[src/logic/gpio_pkg.sv]
// shared constants and carrier types for the four-port pin block
package gpio_pkg;

  ////////////////////////////////////////////////////////////////////////////
  // register offsets in the processor register space
  localparam logic [3:0] FIRST_PORT_VALUE_OFS = 4'h0;
  localparam logic [3:0] SECOND_PORT_VALUE_OFS = 4'h1;
  localparam logic [3:0] THIRD_PORT_VALUE_OFS = 4'h2;
  localparam logic [3:0] FOURTH_PORT_VALUE_OFS = 4'h3;
  localparam logic [3:0] FIRST_PORT_DIRECTION_OFS = 4'h4;
  localparam logic [3:0] SECOND_PORT_DIRECTION_OFS = 4'h5;
  localparam logic [3:0] THIRD_PORT_DIRECTION_OFS = 4'h6;
  localparam logic [3:0] FOURTH_PORT_DIRECTION_OFS = 4'h7;
  localparam logic [3:0] PWM_PIN_SELECT_OFS = 4'ha;
  localparam logic [3:0] SYNC_AND_SERIAL_PIN_SELECT_OFS = 4'hb;

  ////////////////////////////////////////////////////////////////////////////
  // port widths
  localparam int FIRST_PORT_W = 8;
  localparam int SECOND_PORT_W = 6;
  localparam int THIRD_PORT_W = 8;
  localparam int FOURTH_PORT_W = 2;

  // open-drain pin masks for the dedicated open-drain pins
  localparam logic [5:0] SECOND_PORT_OD_MASK = 6'h3c;
  localparam logic [7:0] THIRD_PORT_OD_MASK = 8'h3f;

  ////////////////////////////////////////////////////////////////////////////
  // field positions in the sync and serial pin select register
  localparam int SERIAL_DATA_SEL_POS = 0;
  localparam int SERIAL_CLOCK_SEL_POS = 1;
  localparam int VERTICAL_TTL_SEL_POS = 6;
  localparam int HORIZONTAL_TTL_SEL_POS = 7;

  // reset values
  localparam logic [7:0] DIRECTION_RESET = 8'h00;
  localparam logic [7:0] PIN_SELECT_RESET = 8'h00;
  localparam logic [7:0] READ_IDLE = 8'h00;
  localparam logic SERIAL_IDLE_LEVEL = 1'b1;

  ////////////////////////////////////////////////////////////////////////////
  // one processor register access
  typedef struct packed {
    logic wr;
    logic rd;
    logic [3:0] addr;
    logic [7:0] wdata;
  } reg_req_t;

endpackage : gpio_pkg

[src/logic/gpio_pin_bank.sv]
// one port of pins: direction, alternate function, open-drain and read path
`timescale 1ns/1ps
module gpio_pin_bank #(
  parameter int W = 8,
  parameter logic [W-1:0] OD_MASK = '0
) (
  input wire logic clk_i,
  input wire logic rst_i,
  input wire logic [W-1:0] latch_i,   // output data latch
  input wire logic [W-1:0] dir_i,     // 1 = output
  input wire logic [W-1:0] alt_en_i,  // pin handed to another function
  input wire logic [W-1:0] alt_val_i, // level wanted by that function
  input wire logic [W-1:0] alt_od_i,  // that function drives open-drain
  input wire logic [W-1:0] pin_i,     // pin level
  output logic [W-1:0] pin_o,
  output logic [W-1:0] pin_oe_o,
  output logic [W-1:0] rd_val_o       // value seen by a data read
);

  logic [W-1:0] out_d; // next pin output
  logic [W-1:0] oe_d;  // next pin enable

  ////////////////////////////////////////////////////////////////////////////
  // per-pin drive decision
  for (genvar i = 0; i < W; i++) begin : g_pin
    logic val;   // level to present
    logic drive; // pin is driven at all
    logic od;    // pin only pulls low
    assign val = alt_en_i[i] ? alt_val_i[i] : latch_i[i];
    // alternate function overrides direction
    assign drive = alt_en_i[i] | dir_i[i];
    // dedicated open-drain pins only pull low
    assign od = OD_MASK[i] | (alt_en_i[i] & alt_od_i[i]);
    assign oe_d[i] = drive & (od ? ~val : 1'b1);
    assign out_d[i] = drive & ~od & val;
    // output reads latch, input reads pin
    assign rd_val_o[i] = dir_i[i] ? latch_i[i] : pin_i[i];
  end

  // registered pin drive, released during reset
  always_ff @(posedge clk_i) begin
    if (rst_i) begin
      pin_o <= '0;
      pin_oe_o <= '0;
    end else begin
      pin_o <= out_d;
      pin_oe_o <= oe_d;
    end
  end

endmodule : gpio_pin_bank

[src/logic/third_port_select.sv]
// function choice for the third port pins shared with pwm and sync outputs
`timescale 1ns/1ps
module third_port_select (
  input wire logic [7:0] pwm_sel_i,  // pwm pin select register
  input wire logic [1:0] ttl_sel_i,  // {horizontal, vertical} ttl select
  input wire logic [7:0] pwm_i,      // pwm channels 8 to 15
  input wire logic [1:0] ttl_i,      // {horizontal, vertical} ttl levels
  output logic [7:0] alt_en_o,
  output logic [7:0] alt_val_o
);

  // pins 0 to 5 carry pwm channels 8 to 13
  assign alt_en_o[5:0] = pwm_sel_i[5:0];
  assign alt_val_o[5:0] = pwm_i[5:0];

  // pins 6 and 7 carry sync ttl or pwm 14 and 15
  for (genvar i = 0; i < 2; i++) begin : g_shared
    assign alt_en_o[6+i] = ttl_sel_i[i] | pwm_sel_i[6+i];
    // ttl select wins over pwm select
    assign alt_val_o[6+i] = ttl_sel_i[i] ? ttl_i[i] : pwm_i[6+i];
  end

endmodule : third_port_select

[src/logic/gpio_four_port.sv]
// four parallel ports with per-bit direction and pin sharing
// Summary of operation
// 24 lines, each bit's direction selectable
// first port 8 bits, data 0x00, direction 0x04
// second port 6 bits, data 0x01, direction 0x05
// third port 8 bits, data 0x02, direction 0x06
// fourth port 2 bits, data 0x03, direction 0x07
// reset clears directions, keeps data latches
// direction one means output, zero input
// third port pins 0-5 become pwm 8-13
// third port pins 6-7 sync ttl or pwm
// fourth port pins become serial lines, open-drain
// listed pins open-drain, never drive high
// read gives latch for outputs, pin otherwise
// pin select overrides direction bit
// ttl select beats pwm 14 and 15
// both pin select registers reset to zero
// data writes always update the output latch
`timescale 1ns/1ps
module gpio_four_port (
  input wire logic CLK_I,
  input wire logic RST_I,
  // processor register port
  input wire logic [3:0] ADDR_I,
  input wire logic WR_I,
  input wire logic RD_I,
  input wire logic [7:0] WDATA_I,
  output logic [7:0] RDATA_O,
  // first port pins
  input wire logic [7:0] FIRST_PORT_PINS_I,
  output logic [7:0] FIRST_PORT_PINS_O,
  output logic [7:0] FIRST_PORT_PINS_OE_O,
  // second port pins
  input wire logic [5:0] SECOND_PORT_PINS_I,
  output logic [5:0] SECOND_PORT_PINS_O,
  output logic [5:0] SECOND_PORT_PINS_OE_O,
  // third port pins
  input wire logic [7:0] THIRD_PORT_PINS_I,
  output logic [7:0] THIRD_PORT_PINS_O,
  output logic [7:0] THIRD_PORT_PINS_OE_O,
  // fourth port pins
  input wire logic [1:0] FOURTH_PORT_PINS_I,
  output logic [1:0] FOURTH_PORT_PINS_O,
  output logic [1:0] FOURTH_PORT_PINS_OE_O,
  // levels from the shared functions
  input wire logic [7:0] PWM_CH8_15_I,
  input wire logic VERTICAL_TTL_I,
  input wire logic HORIZONTAL_TTL_I,
  input wire logic SERIAL_DATA_DRIVE_I,
  input wire logic SERIAL_CLOCK_DRIVE_I,
  // serial line levels back to the serial block
  output logic SERIAL_DATA_LEVEL_O,
  output logic SERIAL_CLOCK_LEVEL_O
);

  ////////////////////////////////////////////////////////////////////////////
  // local widths

  localparam int AW = gpio_pkg::FIRST_PORT_W;  // first port width
  localparam int BW = gpio_pkg::SECOND_PORT_W; // second port width
  localparam int CW = gpio_pkg::THIRD_PORT_W;  // third port width
  localparam int DW = gpio_pkg::FOURTH_PORT_W; // fourth port width

  ////////////////////////////////////////////////////////////////////////////
  // address decode helper

  // true when a request addresses the given offset
  function automatic logic hits(input gpio_pkg::reg_req_t r, input logic [3:0] ofs);
    hits = (r.addr == ofs);
  endfunction : hits

  ////////////////////////////////////////////////////////////////////////////
  // request bundle

  gpio_pkg::reg_req_t req; // current access

  // gather the register port into one carrier
  assign req.wr = WR_I;
  assign req.rd = RD_I;
  assign req.addr = ADDR_I;
  assign req.wdata = WDATA_I;

  ////////////////////////////////////////////////////////////////////////////
  // output data latches

  logic [AW-1:0] first_port_value_q;  // first port latch, no reset
  logic [BW-1:0] second_port_value_q; // second port latch, no reset
  logic [CW-1:0] third_port_value_q;  // third port latch, no reset
  logic [DW-1:0] fourth_port_value_q; // fourth port latch, no reset

  // latches keep their contents through reset
  // write lands in latch regardless of direction
  always_ff @(posedge CLK_I) begin
    // first port data at its offset
    if (req.wr && hits(req, gpio_pkg::FIRST_PORT_VALUE_OFS)) begin
      first_port_value_q <= req.wdata[AW-1:0];
    end
    // second port data at its offset
    if (req.wr && hits(req, gpio_pkg::SECOND_PORT_VALUE_OFS)) begin
      second_port_value_q <= req.wdata[BW-1:0];
    end
    // third port data at its offset
    if (req.wr && hits(req, gpio_pkg::THIRD_PORT_VALUE_OFS)) begin
      third_port_value_q <= req.wdata[CW-1:0];
    end
    // fourth port data at its offset
    if (req.wr && hits(req, gpio_pkg::FOURTH_PORT_VALUE_OFS)) begin
      fourth_port_value_q <= req.wdata[DW-1:0];
    end
  end

  ////////////////////////////////////////////////////////////////////////////
  // direction registers

  logic [AW-1:0] first_port_direction_q;  // 1 = output
  logic [BW-1:0] second_port_direction_q; // 1 = output
  logic [CW-1:0] third_port_direction_q;  // 1 = output
  logic [DW-1:0] fourth_port_direction_q; // 1 = output

  // one direction bit per pin
  // a one makes the pin an output
  always_ff @(posedge CLK_I) begin
    if (RST_I) begin
      // reset turns every pin into an input
      first_port_direction_q <= gpio_pkg::DIRECTION_RESET[AW-1:0];
      second_port_direction_q <= gpio_pkg::DIRECTION_RESET[BW-1:0];
      third_port_direction_q <= gpio_pkg::DIRECTION_RESET[CW-1:0];
      fourth_port_direction_q <= gpio_pkg::DIRECTION_RESET[DW-1:0];
    end else if (req.wr) begin
      // first port direction at its offset
      if (hits(req, gpio_pkg::FIRST_PORT_DIRECTION_OFS)) begin
        first_port_direction_q <= req.wdata[AW-1:0];
      end
      // second port direction at its offset
      if (hits(req, gpio_pkg::SECOND_PORT_DIRECTION_OFS)) begin
        second_port_direction_q <= req.wdata[BW-1:0];
      end
      // third port direction at its offset
      if (hits(req, gpio_pkg::THIRD_PORT_DIRECTION_OFS)) begin
        third_port_direction_q <= req.wdata[CW-1:0];
      end
      // fourth port direction at its offset
      if (hits(req, gpio_pkg::FOURTH_PORT_DIRECTION_OFS)) begin
        fourth_port_direction_q <= req.wdata[DW-1:0];
      end
    end
  end

  ////////////////////////////////////////////////////////////////////////////
  // pin select registers

  logic [7:0] pwm_pin_select_q;     // pwm channel 8 to 15 pin select
  logic [1:0] ttl_pin_select_q;     // {horizontal, vertical} ttl select
  logic [1:0] serial_pin_select_q;  // {clock, data} serial select

  // both select registers start at zero
  always_ff @(posedge CLK_I) begin
    if (RST_I) begin
      pwm_pin_select_q <= gpio_pkg::PIN_SELECT_RESET;
      ttl_pin_select_q <= gpio_pkg::PIN_SELECT_RESET[1:0];
      serial_pin_select_q <= gpio_pkg::PIN_SELECT_RESET[1:0];
    end else if (req.wr) begin
      // pwm select written at its offset
      if (hits(req, gpio_pkg::PWM_PIN_SELECT_OFS)) begin
        pwm_pin_select_q <= req.wdata;
      end
      // sync and serial select at its offset
      if (hits(req, gpio_pkg::SYNC_AND_SERIAL_PIN_SELECT_OFS)) begin
        ttl_pin_select_q[0] <= req.wdata[gpio_pkg::VERTICAL_TTL_SEL_POS];
        ttl_pin_select_q[1] <= req.wdata[gpio_pkg::HORIZONTAL_TTL_SEL_POS];
        serial_pin_select_q[0] <= req.wdata[gpio_pkg::SERIAL_DATA_SEL_POS];
        serial_pin_select_q[1] <= req.wdata[gpio_pkg::SERIAL_CLOCK_SEL_POS];
      end
    end
  end

  ////////////////////////////////////////////////////////////////////////////
  // alternate function routing

  logic [CW-1:0] third_alt_en;  // third port pins taken by pwm or ttl
  logic [CW-1:0] third_alt_val; // levels from pwm or ttl
  logic [DW-1:0] fourth_alt_val; // serial drive levels

  // third port function choice with ttl priority
  // ttl select overrides pwm 14 and 15
  third_port_select u_third_sel (
    .pwm_sel_i(pwm_pin_select_q),
    .ttl_sel_i(ttl_pin_select_q),
    .pwm_i(PWM_CH8_15_I),
    .ttl_i({HORIZONTAL_TTL_I, VERTICAL_TTL_I}),
    .alt_en_o(third_alt_en),
    .alt_val_o(third_alt_val)
  );

  // serial block pulls a line low with a zero, releases it with a one
  assign fourth_alt_val = {SERIAL_CLOCK_DRIVE_I, SERIAL_DATA_DRIVE_I};

  ////////////////////////////////////////////////////////////////////////////
  // pin banks

  logic [AW-1:0] first_rd;  // first port read value
  logic [BW-1:0] second_rd; // second port read value
  logic [CW-1:0] third_rd;  // third port read value
  logic [DW-1:0] fourth_rd; // fourth port read value

  // first port: plain push-pull pins
  gpio_pin_bank #(
    .W(AW),
    .OD_MASK('0)
  ) u_first (
    .clk_i(CLK_I),
    .rst_i(RST_I),
    .latch_i(first_port_value_q),
    .dir_i(first_port_direction_q),
    .alt_en_i('0),
    .alt_val_i('0),
    .alt_od_i('0),
    .pin_i(FIRST_PORT_PINS_I),
    .pin_o(FIRST_PORT_PINS_O),
    .pin_oe_o(FIRST_PORT_PINS_OE_O),
    .rd_val_o(first_rd)
  );

  // second port pins 2 to 5 open-drain
  gpio_pin_bank #(
    .W(BW),
    .OD_MASK(gpio_pkg::SECOND_PORT_OD_MASK)
  ) u_second (
    .clk_i(CLK_I),
    .rst_i(RST_I),
    .latch_i(second_port_value_q),
    .dir_i(second_port_direction_q),
    .alt_en_i('0),
    .alt_val_i('0),
    .alt_od_i('0),
    .pin_i(SECOND_PORT_PINS_I),
    .pin_o(SECOND_PORT_PINS_O),
    .pin_oe_o(SECOND_PORT_PINS_OE_O),
    .rd_val_o(second_rd)
  );

  // third port pins 0 to 5 open-drain
  // selected functions drive whatever the direction
  gpio_pin_bank #(
    .W(CW),
    .OD_MASK(gpio_pkg::THIRD_PORT_OD_MASK)
  ) u_third (
    .clk_i(CLK_I),
    .rst_i(RST_I),
    .latch_i(third_port_value_q),
    .dir_i(third_port_direction_q),
    .alt_en_i(third_alt_en),
    .alt_val_i(third_alt_val),
    .alt_od_i('0),
    .pin_i(THIRD_PORT_PINS_I),
    .pin_o(THIRD_PORT_PINS_O),
    .pin_oe_o(THIRD_PORT_PINS_OE_O),
    .rd_val_o(third_rd)
  );

  // serial lines drive open-drain only
  gpio_pin_bank #(
    .W(DW),
    .OD_MASK('0)
  ) u_fourth (
    .clk_i(CLK_I),
    .rst_i(RST_I),
    .latch_i(fourth_port_value_q),
    .dir_i(fourth_port_direction_q),
    .alt_en_i(serial_pin_select_q),
    .alt_val_i(fourth_alt_val),
    .alt_od_i('1),
    .pin_i(FOURTH_PORT_PINS_I),
    .pin_o(FOURTH_PORT_PINS_O),
    .pin_oe_o(FOURTH_PORT_PINS_OE_O),
    .rd_val_o(fourth_rd)
  );

  ////////////////////////////////////////////////////////////////////////////
  // serial line levels

  // pin levels handed back; idle high while not selected or in reset
  always_ff @(posedge CLK_I) begin
    if (RST_I) begin
      SERIAL_DATA_LEVEL_O <= gpio_pkg::SERIAL_IDLE_LEVEL;
      SERIAL_CLOCK_LEVEL_O <= gpio_pkg::SERIAL_IDLE_LEVEL;
    end else begin
      SERIAL_DATA_LEVEL_O <= serial_pin_select_q[0] ? FOURTH_PORT_PINS_I[0]
                                                    : gpio_pkg::SERIAL_IDLE_LEVEL;
      SERIAL_CLOCK_LEVEL_O <= serial_pin_select_q[1] ? FOURTH_PORT_PINS_I[1]
                                                     : gpio_pkg::SERIAL_IDLE_LEVEL;
    end
  end

  ////////////////////////////////////////////////////////////////////////////
  // read path

  logic [7:0] rd_d; // read value for the addressed register

  // register read mux; unused bits and unmapped offsets read zero
  always_comb begin
    rd_d = gpio_pkg::READ_IDLE;
    case (req.addr)
      // data reads follow the direction bit
      gpio_pkg::FIRST_PORT_VALUE_OFS: begin
        rd_d = first_rd;
      end
      gpio_pkg::SECOND_PORT_VALUE_OFS: begin
        rd_d[BW-1:0] = second_rd;
      end
      gpio_pkg::THIRD_PORT_VALUE_OFS: begin
        rd_d = third_rd;
      end
      gpio_pkg::FOURTH_PORT_VALUE_OFS: begin
        rd_d[DW-1:0] = fourth_rd;
      end
      // direction registers read back as written
      gpio_pkg::FIRST_PORT_DIRECTION_OFS: begin
        rd_d = first_port_direction_q;
      end
      gpio_pkg::SECOND_PORT_DIRECTION_OFS: begin
        rd_d[BW-1:0] = second_port_direction_q;
      end
      gpio_pkg::THIRD_PORT_DIRECTION_OFS: begin
        rd_d = third_port_direction_q;
      end
      gpio_pkg::FOURTH_PORT_DIRECTION_OFS: begin
        rd_d[DW-1:0] = fourth_port_direction_q;
      end
      // pin select registers
      gpio_pkg::PWM_PIN_SELECT_OFS: begin
        rd_d = pwm_pin_select_q;
      end
      gpio_pkg::SYNC_AND_SERIAL_PIN_SELECT_OFS: begin
        rd_d[gpio_pkg::VERTICAL_TTL_SEL_POS] = ttl_pin_select_q[0];
        rd_d[gpio_pkg::HORIZONTAL_TTL_SEL_POS] = ttl_pin_select_q[1];
        rd_d[gpio_pkg::SERIAL_DATA_SEL_POS] = serial_pin_select_q[0];
        rd_d[gpio_pkg::SERIAL_CLOCK_SEL_POS] = serial_pin_select_q[1];
      end
      // unmapped offset
      default: begin
        rd_d = gpio_pkg::READ_IDLE;
      end
    endcase
  end

  // read data captured on a read strobe, held until the next one
  always_ff @(posedge CLK_I) begin
    if (RST_I) begin
      RDATA_O <= gpio_pkg::READ_IDLE;
    end else if (req.rd) begin
      RDATA_O <= rd_d;
    end
  end

endmodule : gpio_four_port

[config.mk]
export PLATFORM = sky130hd
export DESIGN_NAME = gpio_four_port
export DESIGN_NICKNAME = d
export VERILOG_FILES = /design/src/logic/gpio_pkg.sv /design/src/logic/gpio_pin_bank.sv /design/src/logic/third_port_select.sv /design/src/logic/gpio_four_port.sv
export SDC_FILE = /design/constraint.sdc
export NUM_CORES = 1
export LEC_CHECK = 0
export ABC_CLOCK_PERIOD_IN_PS = 3700
export BUFFER_PORTS_ARGS = -buffer_cell sky130_fd_sc_hd__clkbuf_2
export CELL_PAD_IN_SITES_DETAIL_PLACEMENT = 0
export CELL_PAD_IN_SITES_GLOBAL_PLACEMENT = 2
export CORE_MARGIN = 2
export CORE_UTILIZATION = 38
export CTS_BUF_LIST = sky130_fd_sc_hd__clkbuf_8
export CTS_CLUSTER_DIAMETER = 80
export DETAILED_ROUTE_END_ITERATION = 16
export HOLD_SLACK_MARGIN = 0.06
export PLACE_DENSITY_LB_ADDON = 0.1
export SLEW_MARGIN = 20
export SYNTH_ARGS = -nofsm -noshare
export SYNTH_HDL_FRONTEND = slang
export SYNTH_HIERARCHICAL = 1
export SYNTH_SLANG_ARGS = --single-unit
export TNS_END_PERCENT = 100
[constraint.sdc]
create_clock -name CLK_I -period 3.7 [get_ports CLK_I]
set_input_delay 0.185 -clock CLK_I [delete_from_list [all_inputs] [get_ports CLK_I]]
set_output_delay 0.185 -clock CLK_I [all_outputs]
set_load 0.02 [all_outputs]
==> impl_results.md, run 1 <==
- Non-Filler Instances: 861
- Sink Count: around 110
- Synth top area share: 33.20%
- P_int: 0.001642 W
- Initial Util: 38.55%
- Leakage: around 2.6 nW
- Share of the yosys chip area belonging to registers: a little under half
- RSZ-0062 raised after global routing: no
- Syn Inst Count: 498
- First-pass GRT wire length: ~21,000 µm
- Setup TNS: 0 ps
- # DRC: 0
- Ant. Diodes: 0
- Post-cts resize count: 0
- R2R Setup Slk: 2060 ps
- Core area: 0.01314 mm²
- Number of vias per cell: ~4.7
- Worst Path Required: 3720 ps
- WHS Path Cells: 1
- Critical path's top delay family: simple AND/OR/NAND/NOR gates
- Final worst slack: 1889 ps
- Cell variety after synth: 53
- PortBufs: 99
- Highest fanout seen on the critical path: 30
- Rows: 42
- Arr. time, crit path: 1830 ps
- List of most frequent post-synthesis cells: dfxtp_1 (84), nor2_1 (48), a21oi_1 (42), mux2i_1 (33), nand3b_1 (30)
- CP max stage cell: nor2_1
- Worst skew pair latency: around 380 ps
- Setup CP Type: in2reg
- Fin. Hold Viols: 0
- Final Max Tran Viols: 0
- Largest area contributor in the synthesized netlist: dfxtp_1
- CTS tree: done
- Crit start category: input port
- Crit end category: flip-flop
- H-tree depth: 3
- Top Layer Used: met4
- Nets: ~730
- Power Dens Cells: ~360 mW/mm²
- Clk_skew: 9.480 ps
- Grt total ovfl: 0
- P_sw: 0.0005642 W
- Slew @ Worst Pin: 810.5 ps
- Metal-1 WL: around 6300 µm
- Placed Cells: 835
- Final Power: 0.002206 W
- First DRT Iteration DRCs: between 200 and 250
- Peak VDD IR: 0.0001709 V
- CTS buffer count: 9
- Reg power frac: 56.3%
- Switching Share: 25.58%
- Routed WL: 13,470 µm
- Syn Area/Cell: 10.17 µm²
- Synth async-reset ratio: 0%
- Area delta synth->final: 22.11%
- WP buf/inv: 1
- Num ports: 110
- R2R Path End: RDATA_O[5]$_SDFFE_PP0P_
- Delay of the slowest critical-path stage: 700 ps
- Placer Congestion: 0.8184
- Status: complete, no violations
- Via Count: approximately 4,100
- Reg2Reg Depth: 5
- Max_cap viols: 0
- Period utilization: about half
- Pin count of the biggest net entering global routing: 33
- Height of the chip: roughly 120 µm
- # setup viols final: 0
- Die X: 119.5 µm
- Top-count cell post-synth: dfxtp_1
- Ys flop type: dfxtp_1
- Routed length on met3: 746 µm
- FMAX: 0.5521 GHz
- Detail Route Antenna Nets: 0
- CTS clock-pin slew for the worst setup and hold paths: approximately 100 ps
- HP Start: WDATA_I[7]
- Wire length on met2: between 6000 and 7000 µm
- Hold WS: 97.03 ps
- WL/cell: 15.64 µm
- Comb power frac: 11.4%
- DRT Pass-1 Iters: 5
- Post-Syn Area: about 0.005 mm²
- Vias in the first global route: slightly below 4,000
- Fin crit period: around 1800 ps
- Clock buffer depth: 2
- GRT Total Usage: 19.51%
- Number of flops mapped to enable cells by yosys: 24
- HP Class: in2reg
- DIE AREA: about 0.014 mm²
- Initial antenna violation count: 0
- DP Worst Slack: 1333 ps
- Crit path cell chain: clkbuf_2 > nand2b_1 > nor2_1
- Layout cells sized above 1: between 20% and 30%
- RR Startpoint: first_port_direction_q[5]$_SDFFE_PP0P_
- Rel. slew slack: 45.97%
- Hold EP: first_port_value_q[7]$_DFFE_PP_
- Area contributors post-synth: dfxtp_1 (33%), edfxtp_1 (14%), mux2i_1 (6.5%)
- Root Driver: clkbuf_8
- Clock share of power: 32.3%
- #FFs+latches synth: between 100 and 150
- Yosys warns: 6
- Dpl hpwl: 9600 µm
-- through the flow --
step	utilization [%]	instance area, µm²
6_report	47.08	6185
5_1_grt	47.08	6185
4_1_cts	47.04	6180
3_5_place_dp	44.86	5893
3_3_place_gp	44.86	5893
2_1_floorplan	-	5463
-- state kept, by name, indices dropped and copies added (netlist names), 6 cells and up --
| name | flops |
|---|---|
| RDATA_O | 8 |
| first_port_direction_q | 8 |
| first_port_value_q | 8 |
| pwm_pin_select_q | 8 |
| second_port_direction_q | 6 |
| second_port_value_q | 6 |
| third_port_direction_q | 8 |
| third_port_value_q | 8 |
| u_first/pin_o | 8 |
| u_first/pin_oe_o | 8 |
| u_second/pin_oe_o | 6 |
| u_third/pin_oe_o | 8 |
-- routing by layer --
layer  vias up  global-route usage (%)
met5         -                       0
met4         0                   7.794
met3        16                   3.209
met2       122                   30.32
met1      1894                   27.04
li1       2047                       -
-- worst max-delay path by stage --
stage	start	endpoint	slack [ps]	depth (start not counted)
after floorplan	ADDR_I[2]	first_port_value_q[0]$_DFFE_PP_	2000	5
after global placement	ADDR_I[2]	first_port_value_q[3]$_DFFE_PP_	1430	4
after detailed placement	ADDR_I[2]	first_port_value_q[2]$_DFFE_PP_	1330	4
after CTS	ADDR_I[2]	first_port_value_q[1]$_DFFE_PP_	1700	4
after global routing	ADDR_I[1]	third_port_value_q[1]$_DFFE_PP_	1770	3
final	ADDR_I[1]	third_port_value_q[5]$_DFFE_PP_	1890	3
-- cells in the final DEF, fill, tap and decap left out, drive strengths merged, types with 11 or more instances in the layout --
cell	n
clkbuf	109
mux2i	33
nand2	24
a311oi	15
dfxtp	84
or3b	11
edfxtp	24
nor2	50
o21ai	25
mux2	29
a21oi	42
nand3b	31
conb	110
-- cells by family (layout without fill, tap and decap cells) --
kind of cell	Yosys count	in the layout	share of synthesized area, %
AND/OR/NAND/NOR	165	165	19.07
flip-flops	108	108	47.43
buffers and inverters	51	132	6.299
AO/OA/AOI/OAI	108	108	13.78
other	4	110	0.2964
multiplexers	62	62	13.12
-- power by group through the flow --
| stage | clock (W) | sequential [W] | combinational (W) |
|---|---|---|---|
| 2_1_floorplan | 0 | 0.00128 | 0.000154 |
| 3_3_place_gp | 0 | 0.00127 | 0.000239 |
| 3_5_place_dp | 0 | 0.00127 | 0.000241 |
| 4_1_cts | 0.000742 | 0.00124 | 0.000250 |
| 5_1_grt | 0.000785 | 0.00125 | 0.000278 |
| 6_report | 0.000713 | 0.00124 | 0.000252 |
-- final cells by class --
cell class | instances | area, µm²
clock inverter | 6 | 48.80
timing repair buffer | 111 | 610.6
inverter | 5 | 18.77
clock buffer | 10 | 137.6
sequential | 108 | 2402
multi-input combinational | 445 | 2746
fill | 1337 | 6953
tap | 176 | 220.2
-- timing repair --
item	in CTS	in global routing
hold buffers	10	0
endpoints found under the hold margin	10	0
buffers inserted	0	0
Note: power is estimated with default switching activity, not from simulation.
==> inputs of run 2 (changes only) <==
--- a/config.mk
+++ b/config.mk
@@ -5,12 +5,13 @@
 export SDC_FILE = /design/constraint.sdc
 export NUM_CORES = 1
 export LEC_CHECK = 0
-export ABC_CLOCK_PERIOD_IN_PS = 3700
+export ABC_AREA = 1
+export ABC_CLOCK_PERIOD_IN_PS = 1700
 export BUFFER_PORTS_ARGS = -buffer_cell sky130_fd_sc_hd__clkbuf_2
 export CELL_PAD_IN_SITES_DETAIL_PLACEMENT = 0
 export CELL_PAD_IN_SITES_GLOBAL_PLACEMENT = 2
 export CORE_MARGIN = 2
-export CORE_UTILIZATION = 38
+export CORE_UTILIZATION = 31
 export CTS_BUF_LIST = sky130_fd_sc_hd__clkbuf_8
 export CTS_CLUSTER_DIAMETER = 80
 export DETAILED_ROUTE_END_ITERATION = 16
==> constraint.sdc (replaced) <==
create_clock -name CLK_I -period 1.7 [get_ports CLK_I]
set_input_delay 0.085 -clock CLK_I [delete_from_list [all_inputs] [get_ports CLK_I]]
set_output_delay 0.085 -clock CLK_I [all_outputs]
set_load 0.02 [all_outputs]
==> impl_results.md, run 2 <==
- Hold EP: u_third/pin_o[7]$_SDFF_PP0_
- List of most frequent post-synthesis cells: nand2_1 (139), inv_1 (109), dfxtp_1 (84), a21oi_1 (67), nand3_1 (66)
- First DRT Iteration DRCs: 241 (+3.9%)
- Post-cts resize count: 0 (unchanged)
- Cell variety after synth: 29 (-45%)
- Largest area contributor in the synthesized netlist: dfxtp_1
- CTS tree: done
- CTS buffer count: 9 (unchanged)
- Peak VDD IR: 0.0003660 V (+110%)
- PortBufs: 99 (unchanged)
- Area delta synth->final: 25.83%
- Rows: 46 (+9.5%)
- CP max stage cell: dfxtp_1
- FMAX: 0.6978 GHz
- Root Driver: clkbuf_8
- Syn Area/Cell: 7.362 µm² (-28%)
- Highest fanout seen on the critical path: 3 (-90%)
- Area contributors post-synth: dfxtp_1 (34%), edfxtp_1 (14%), nand2_1 (10%)
- Height of the chip: 131.2 µm (+9.8%)
- Hold WS: 68.73 ps (-28.29 ps)
- Final Max Tran Viols: 0 (unchanged)
- Layout cells sized above 1: 16.42% (-5.6 points)
- Crit start category: flip-flop
- Vias in the first global route: 4,401 (+11%)
- DRT Pass-1 Iters: 4 (-1)
- RR Startpoint: second_port_direction_q[0]$_SDFFE_PP0P_
- Placer Congestion: 0.8890 (+8.6%)
- Top-count cell post-synth: nand2_1
- Share of the yosys chip area belonging to registers: 47.92% (+0.49 points)
- Seq. cell area: 0.002402 mm² (unchanged)
- Power Dens Cells: 797.0 mW/mm² (+120%)
- Via Count: 4,616 (+13%)
- Ant. Diodes: 0 (unchanged)
- Core area: 0.01583 mm² (+20%)
- DIE AREA: 0.01721 mm² (+21%)
- R2R Setup Slk: 270 ps (-1790 ps)
- Crit path cell chain: inv_1 > o21ai_0 > nand3_1 > nand2_1 > inv_1 > nand3_1 > nand2_1 > a21oi_1
- Crit end category: flip-flop
- Delay of the slowest critical-path stage: 400 ps (-300 ps)
- Synth top area share: 33.54% (+0.34 points)
- Worst Path Required: 2030 ps (-1690 ps)
- Setup CP Type: reg2reg
- Post-Syn Area: 0.005014 mm² (-1.0%)
- Critical path's top delay family: compound AO/OA/AOI/OAI gates
- Synth Area in Simple Gates: 23.93% (+4.9 points)
- Slew @ Worst Pin: 556.6 ps (-253.9 ps)
- Compound-cell area share of the yosys netlist: 14.47% (+0.69 points)
- Detail Route Antenna Nets: 0 (unchanged)
- Fin crit period: 1433 ps
- Reg2Reg Depth: 8 (+3)
- Post-Synth Adder-Cell Area: 0% (unchanged)
- HP Class: in2reg
- Ys flop type: dfxtp_1
- Number of vias per cell: 4.247 (-10%)
- Placed Cells: 1,054 (+26%)
- Setup TNS: 0 ps (unchanged)
- Synth async-reset ratio: 0% (unchanged)
- H-tree depth: 3 (unchanged)
- Number of flops mapped to enable cells by yosys: 24 (unchanged)
- WHS Path Cells: 5 (+4)
- Clock buffer depth: 2 (unchanged)
- # DRC: 0 (unchanged)
- HP Start: HORIZONTAL_TTL_I
- Die X: 131.2 µm (+9.8%)
- Fill cells: 1,684 (+26%)
- Nets: 918 (+25%)
- Commonest non-fill, non-tap cell in the layout: nand2_1
- # setup viols final: 0 (unchanged)
- Non-Filler Instances: 1,087 (+26%)
- WP buf/inv: 2 (+1)
- Multiplexer share of the synthesized area: 0% (-13 points)
- Commonest non-fill, non-tap cells in the layout: nand2_1 (139), inv_1 (110), clkbuf_2 (99)
- #FFs+latches synth: 108 (unchanged)
- RSZ-0062 raised after global routing: no
- Syn Inst Count: 681 (+37%)
- Area of the multi-input gates: 0.002252 mm² (-18%)
- Status: complete, no violations
- First-pass GRT wire length: 22,780 µm (+6.9%)
- Dpl hpwl: 10,730 µm (+12%)
- Leakage: 2.838 nW (+11%)
- Xor/xnor share of the synthesized area: 0% (unchanged)
- Initial Util: 31.68% (-6.9 points)
- WL/cell: 13.07 µm (-16%)
- CTS clock-pin slew for the worst setup and hold paths: 100 ps (about the same)
- R2R Path End: RDATA_O[0]$_SDFFE_PP0P_
- Initial antenna violation count: 0 (unchanged)
- Fin. Hold Viols: 0 (unchanged)
- Largest family of logic cells by synthesized area: simple AND/OR/NAND/NOR gates
- Rel. slew slack: 62.75% (+17 points)
- Arr. time, crit path: 1760 ps (-70 ps)
- Routed WL: 14,210 µm (+5.5%)
- Yosys warns: 6 (unchanged)
- Design Area, Final: 0.006309 mm² (+2.0%)
- Sink Count: 108 (unchanged)
- Worst skew pair latency: 390 ps (about the same)
- Grt total ovfl: 0 (unchanged)
- GRT Total Usage: 17.00% (-2.5 points)
- Placed Area: 0.005934 mm² (+0.70%)
- Clk_skew: 9.188 ps (-0.2915 ps)
- Num ports: 110 (unchanged)
- Pin count of the biggest net entering global routing: 34 (+3.0%)
- Period utilization: between 80% and 90%
- Max_cap viols: 0 (unchanged)
## run 2: cell count changes after synthesis, moves of 11 or more
cell | before | now
a21oi_1 | 42 | 67
a311oi_1 | 12 | 0
inv_1 | 4 | 109
mux2_2 | 24 | 0
mux2i_1 | 33 | 0
nand2_1 | 24 | 139
nand3_1 | 7 | 66
nand3b_1 | 30 | 2
o21ai_0 | 22 | 56
or3b_1 | 11 | 0
## run 2: worst max-delay path by stage
| stage | start | end | cells past startpoint | slack [ps] |
|---|---|---|---|---|
| after floorplan | WR_I | second_port_value_q[0]$_DFFE_PP_ | 3 | 150 |
| after global placement | ADDR_I[3] | RDATA_O[2]$_SDFFE_PP0P_ | 10 | 150 |
| after detailed placement | ADDR_I[3] | RDATA_O[4]$_SDFFE_PP0P_ | 10 | 160 |
| after CTS | first_port_direction_q[5]$_SDFFE_PP0P_ | RDATA_O[5]$_SDFFE_PP0P_ | 8 | 280 |
| after global routing | second_port_direction_q[0]$_SDFFE_PP0P_ | RDATA_O[0]$_SDFFE_PP0P_ | 8 | 80 |
| final | second_port_direction_q[0]$_SDFFE_PP0P_ | RDATA_O[0]$_SDFFE_PP0P_ | 8 | 270 |
## run 2: logic make-up after synthesis
logic type / after synthesis
other: 4
AOI/OAI and AO/OA: 138
and+or+nand+nor: 280
buffers and inverters: 151
DFF: 108
## run 2: timing repair
| item | CTS | global route |
|---|---|---|
| hold endpoints to repair | 32 | 0 |
| buffers inserted | 0 | 0 |
| hold buffers | 17 | 0 |
## run 2: worst reg2reg max path, stage by stage, from the launching register on
cell	delay, ps
dfxtp_1	400
inv_1	100
o21ai_0	350
nand3_1	130
nand2_1	70
inv_1	40
nand3_1	80
nand2_1	70
a21oi_1	130
## run 2: cell type report
type	instances	area share, %
multi-input cells	505	35.70
flip-flops and latches	108	38.08
repair buffers	127	11.86
clock buffers	11	2.400
inverters	115	6.843
clock inverters	5	0.8330
well taps	216	4.284
## run 2: power by group
part	switching [W]	internal, W
sequential	0.0000329	0.00269
combinational	0.000402	0.000214
clock	0.000932	0.000756
total	0.00137	0.00366
## run 2: metal layers
| metal | wire (µm) | up-vias | GRT usage, % |
|---|---|---|---|
| li1 | - | 2434 | - |
| met3 | 632 | 24 | 2.778 |
| met2 | 6542 | 105 | 28.07 |
| met5 | 0 | - | 0 |
| met1 | 6612 | 2053 | 21.87 |
| met4 | 422 | 0 | 7.669 |
## run 2: stage by stage
| stage | power [W] | utilization [%] | setup slack [ps] |
|---|---|---|---|
| floorplan | 0.003166 | - | 146.1 |
| global placement | 0.003364 | 37.49 | 151.1 |
| detailed placement | 0.003368 | 37.49 | 157.7 |
| CTS | 0.005086 | 39.86 | 283.2 |
| global route | 0.005279 | 39.86 | 75.02 |
| finish | 0.005028 | 39.86 | 266.9 |
==> inputs of run 3 (changes only) <==
--- a/config.mk
+++ b/config.mk
@@ -6,12 +6,12 @@
 export NUM_CORES = 1
 export LEC_CHECK = 0
 export ABC_AREA = 1
-export ABC_CLOCK_PERIOD_IN_PS = 1700
+export ABC_CLOCK_PERIOD_IN_PS = 1200
 export BUFFER_PORTS_ARGS = -buffer_cell sky130_fd_sc_hd__clkbuf_2
 export CELL_PAD_IN_SITES_DETAIL_PLACEMENT = 0
 export CELL_PAD_IN_SITES_GLOBAL_PLACEMENT = 2
 export CORE_MARGIN = 2
-export CORE_UTILIZATION = 31
+export CORE_UTILIZATION = 28
 export CTS_BUF_LIST = sky130_fd_sc_hd__clkbuf_8
 export CTS_CLUSTER_DIAMETER = 80
 export DETAILED_ROUTE_END_ITERATION = 16
==> constraint.sdc (replaced) <==
create_clock -name CLK_I -period 1.2 [get_ports CLK_I]
set_input_delay 0.06 -clock CLK_I [delete_from_list [all_inputs] [get_ports CLK_I]]
set_output_delay 0.06 -clock CLK_I [all_outputs]
set_load 0.02 [all_outputs]
==> impl_results.md, run 3 (synthesized netlist as in run 2, its figures left out) <==
- H-tree depth: 3 (unchanged)
- Sink Count: 108 (unchanged)
- Via Count: 4,813 (+4.3%)
- Commonest non-fill, non-tap cell in the layout: nand2_1
- Crit end category: flip-flop
- Detail Route Antenna Nets: 0 (unchanged)
- DRT Pass-1 Iters: 4 (unchanged)
- Leakage: 3.178 nW (+12%)
- GRT Total Usage: 16.67% (-0.33 points)
- Height of the chip: 137.8 µm (+5.1%)
- HP Class: in2reg
- Period utilization: 98.37%
- Rows: 48 (+4.3%)
- Clk_skew: 12.91 ps (+3.717 ps)
- Power Dens Cells: 1123 mW/mm² (+41%)
- Peak VDD IR: 0.0004766 V (+30%)
- Worst Path Required: 1540 ps (-490 ps)
- Fin crit period: 1180 ps
- Final Power: 0.007840 W (+56%)
- First DRT Iteration DRCs: 205 (-15%)
- # setup viols final: 0 (unchanged)
- Arr. time, crit path: 1520 ps (-240 ps)
- CTS tree: done
- Fin. Hold Viols: 0 (unchanged)
- Final Max Tran Viols: 0 (unchanged)
- Root Driver: clkbuf_8
- Highest fanout seen on the critical path: 3 (unchanged)
- Layout cells sized above 1: 23.85% (+7.4 points)
- First-pass GRT wire length: 23,170 µm (+1.7%)
- # DRC: 0 (unchanged)
- Initial antenna violation count: 0 (unchanged)
- Nets: 978 (+6.5%)
- Clock buffer depth: 2 (unchanged)
- Grt total ovfl: 0 (unchanged)
- Number of vias per cell: 4.163 (-2.0%)
- Vias in the first global route: 4,478 (+1.7%)
- Core area: 0.01742 mm² (+10%)
- DIE AREA: 0.01899 mm² (+10%)
- Pin count of the biggest net entering global routing: 19 (-44%)
- Status: complete, no violations
- RSZ-0062 raised after global routing: yes
- Crit start category: input port
- Area delta synth->final: 39.21%
- CTS clock-pin slew for the worst setup and hold paths: 110 ps (about the same)
- CTS buffer count: 9 (unchanged)
- Placer Congestion: 0.7990 (-10%)
- Num ports: 110 (unchanged)
- Setup TNS: 0 ps (unchanged)
- FMAX: around 0.85 GHz
- Fill cells: 1,893 (+12%)
- WL/cell: 13.17 µm (+0.75%)
- Dpl hpwl: 11,580 µm (+7.9%)
- Worst skew pair latency: 400 ps (about the same)
- Ant. Diodes: 0 (unchanged)
- Max_cap viols: 0 (unchanged)
- Routed WL: 15,220 µm (+7.1%)
- Utilization after layout: 40.07% (+0.21 points)
- Die X: 137.8 µm (+5.1%)
- Hold WS: 66.72 ps (-2.019 ps)
- Initial Util: 28.79% (-2.9 points)
- Commonest non-fill, non-tap cells in the layout: nand2_1 (134), inv_1 (106), clkbuf_2 (98)
- PortBufs: 99 (unchanged)
- Setup CP Type: in2reg
run 3: cell count changes in the layout (fill, tap and decap cells not counted), sizes merged:
cell,change
buf,+53
dlygate4sd3,+7
bufinv,+3
clkinv,-3
clkbuf,-1
inv,+1
run 3: per-layer routing:
| layer | share of wire (%) | vias up | GRT usage (%) | wire (µm) |
|---|---|---|---|---|
| met5 | 0 | - | 0 | 0 |
| met4 | 2.8 | 0 | 7.766 | 421 |
| met3 | 3.9 | 21 | 2.539 | 599 |
| met2 | 47 | 86 | 27.14 | 7119 |
| met1 | 47 | 2154 | 21.72 | 7083 |
| li1 | - | 2552 | - | - |
run 3: worst max-delay path, stage by stage:
cell and delay [ps]:
clkbuf_2 110, dlygate4sd3_1 570, nand3_1 100, a21oi_2 130, dlygate4sd3_1 550
run 3: final timing paths:
check | from | to | slack, ps | cells past startpoint
hold reg to reg | pwm_pin_select_q[5]$_SDFFE_PP0P_ | u_third/pin_oe_o[5]$_SDFF_PP0_ | 480 | 2
setup reg to reg | third_port_value_q[1]$_DFFE_PP_ | RDATA_O[1]$_SDFFE_PP0P_ | 40 | 9
hold / removal | WDATA_I[0] | third_port_value_q[0]$_DFFE_PP_ | 70 | 1
setup / recovery | WR_I | third_port_direction_q[4]$_SDFFE_PP0P_ | 20 | 5
run 3: timing repair:
item,CTS,global route
buffers inserted,0,5
endpoints found under the hold margin,45,0
gates resized for setup,4,29
pin swaps,0,18
gates cloned,0,0
endpoints found under the setup margin,2,8
hold buffers,24,0
run 3: final cells by class:
cell class	count	area (µm²)	share of cell area, %
sequential	108	2409	34.51
multi-input combinational	505	2336	33.47
timing repair buffer	187	1256	18.00
inverter	115	431.7	6.185
tap	225	281.5	4.034
clock buffer	10	137.6	1.972
clock inverter	6	127.6	1.829
run 3: power by group:
part,internal [W],switching (W),leakage [nW],total (W)
Sequential,0.00381,0.0000449,0.903,0.00386
Clock,0.00164,0.00134,0.139,0.00298
Combinational,0.000387,0.000610,2.14,0.000997
Total,0.00584,0.00200,3.18,0.00784
run 3: metrics by stage:
stage / cell area (µm²) / worst slack (ps) / std cells
detailed placement: 6380 / -185.7 / 1112
floorplan: 5354 / -19.12 / 764
CTS: 6894 / 5.480 / 1152
global placement: 6380 / -177.4 / 1112
global route: 6979 / -50.24 / 1156
finish: 6979 / 19.57 / 1156
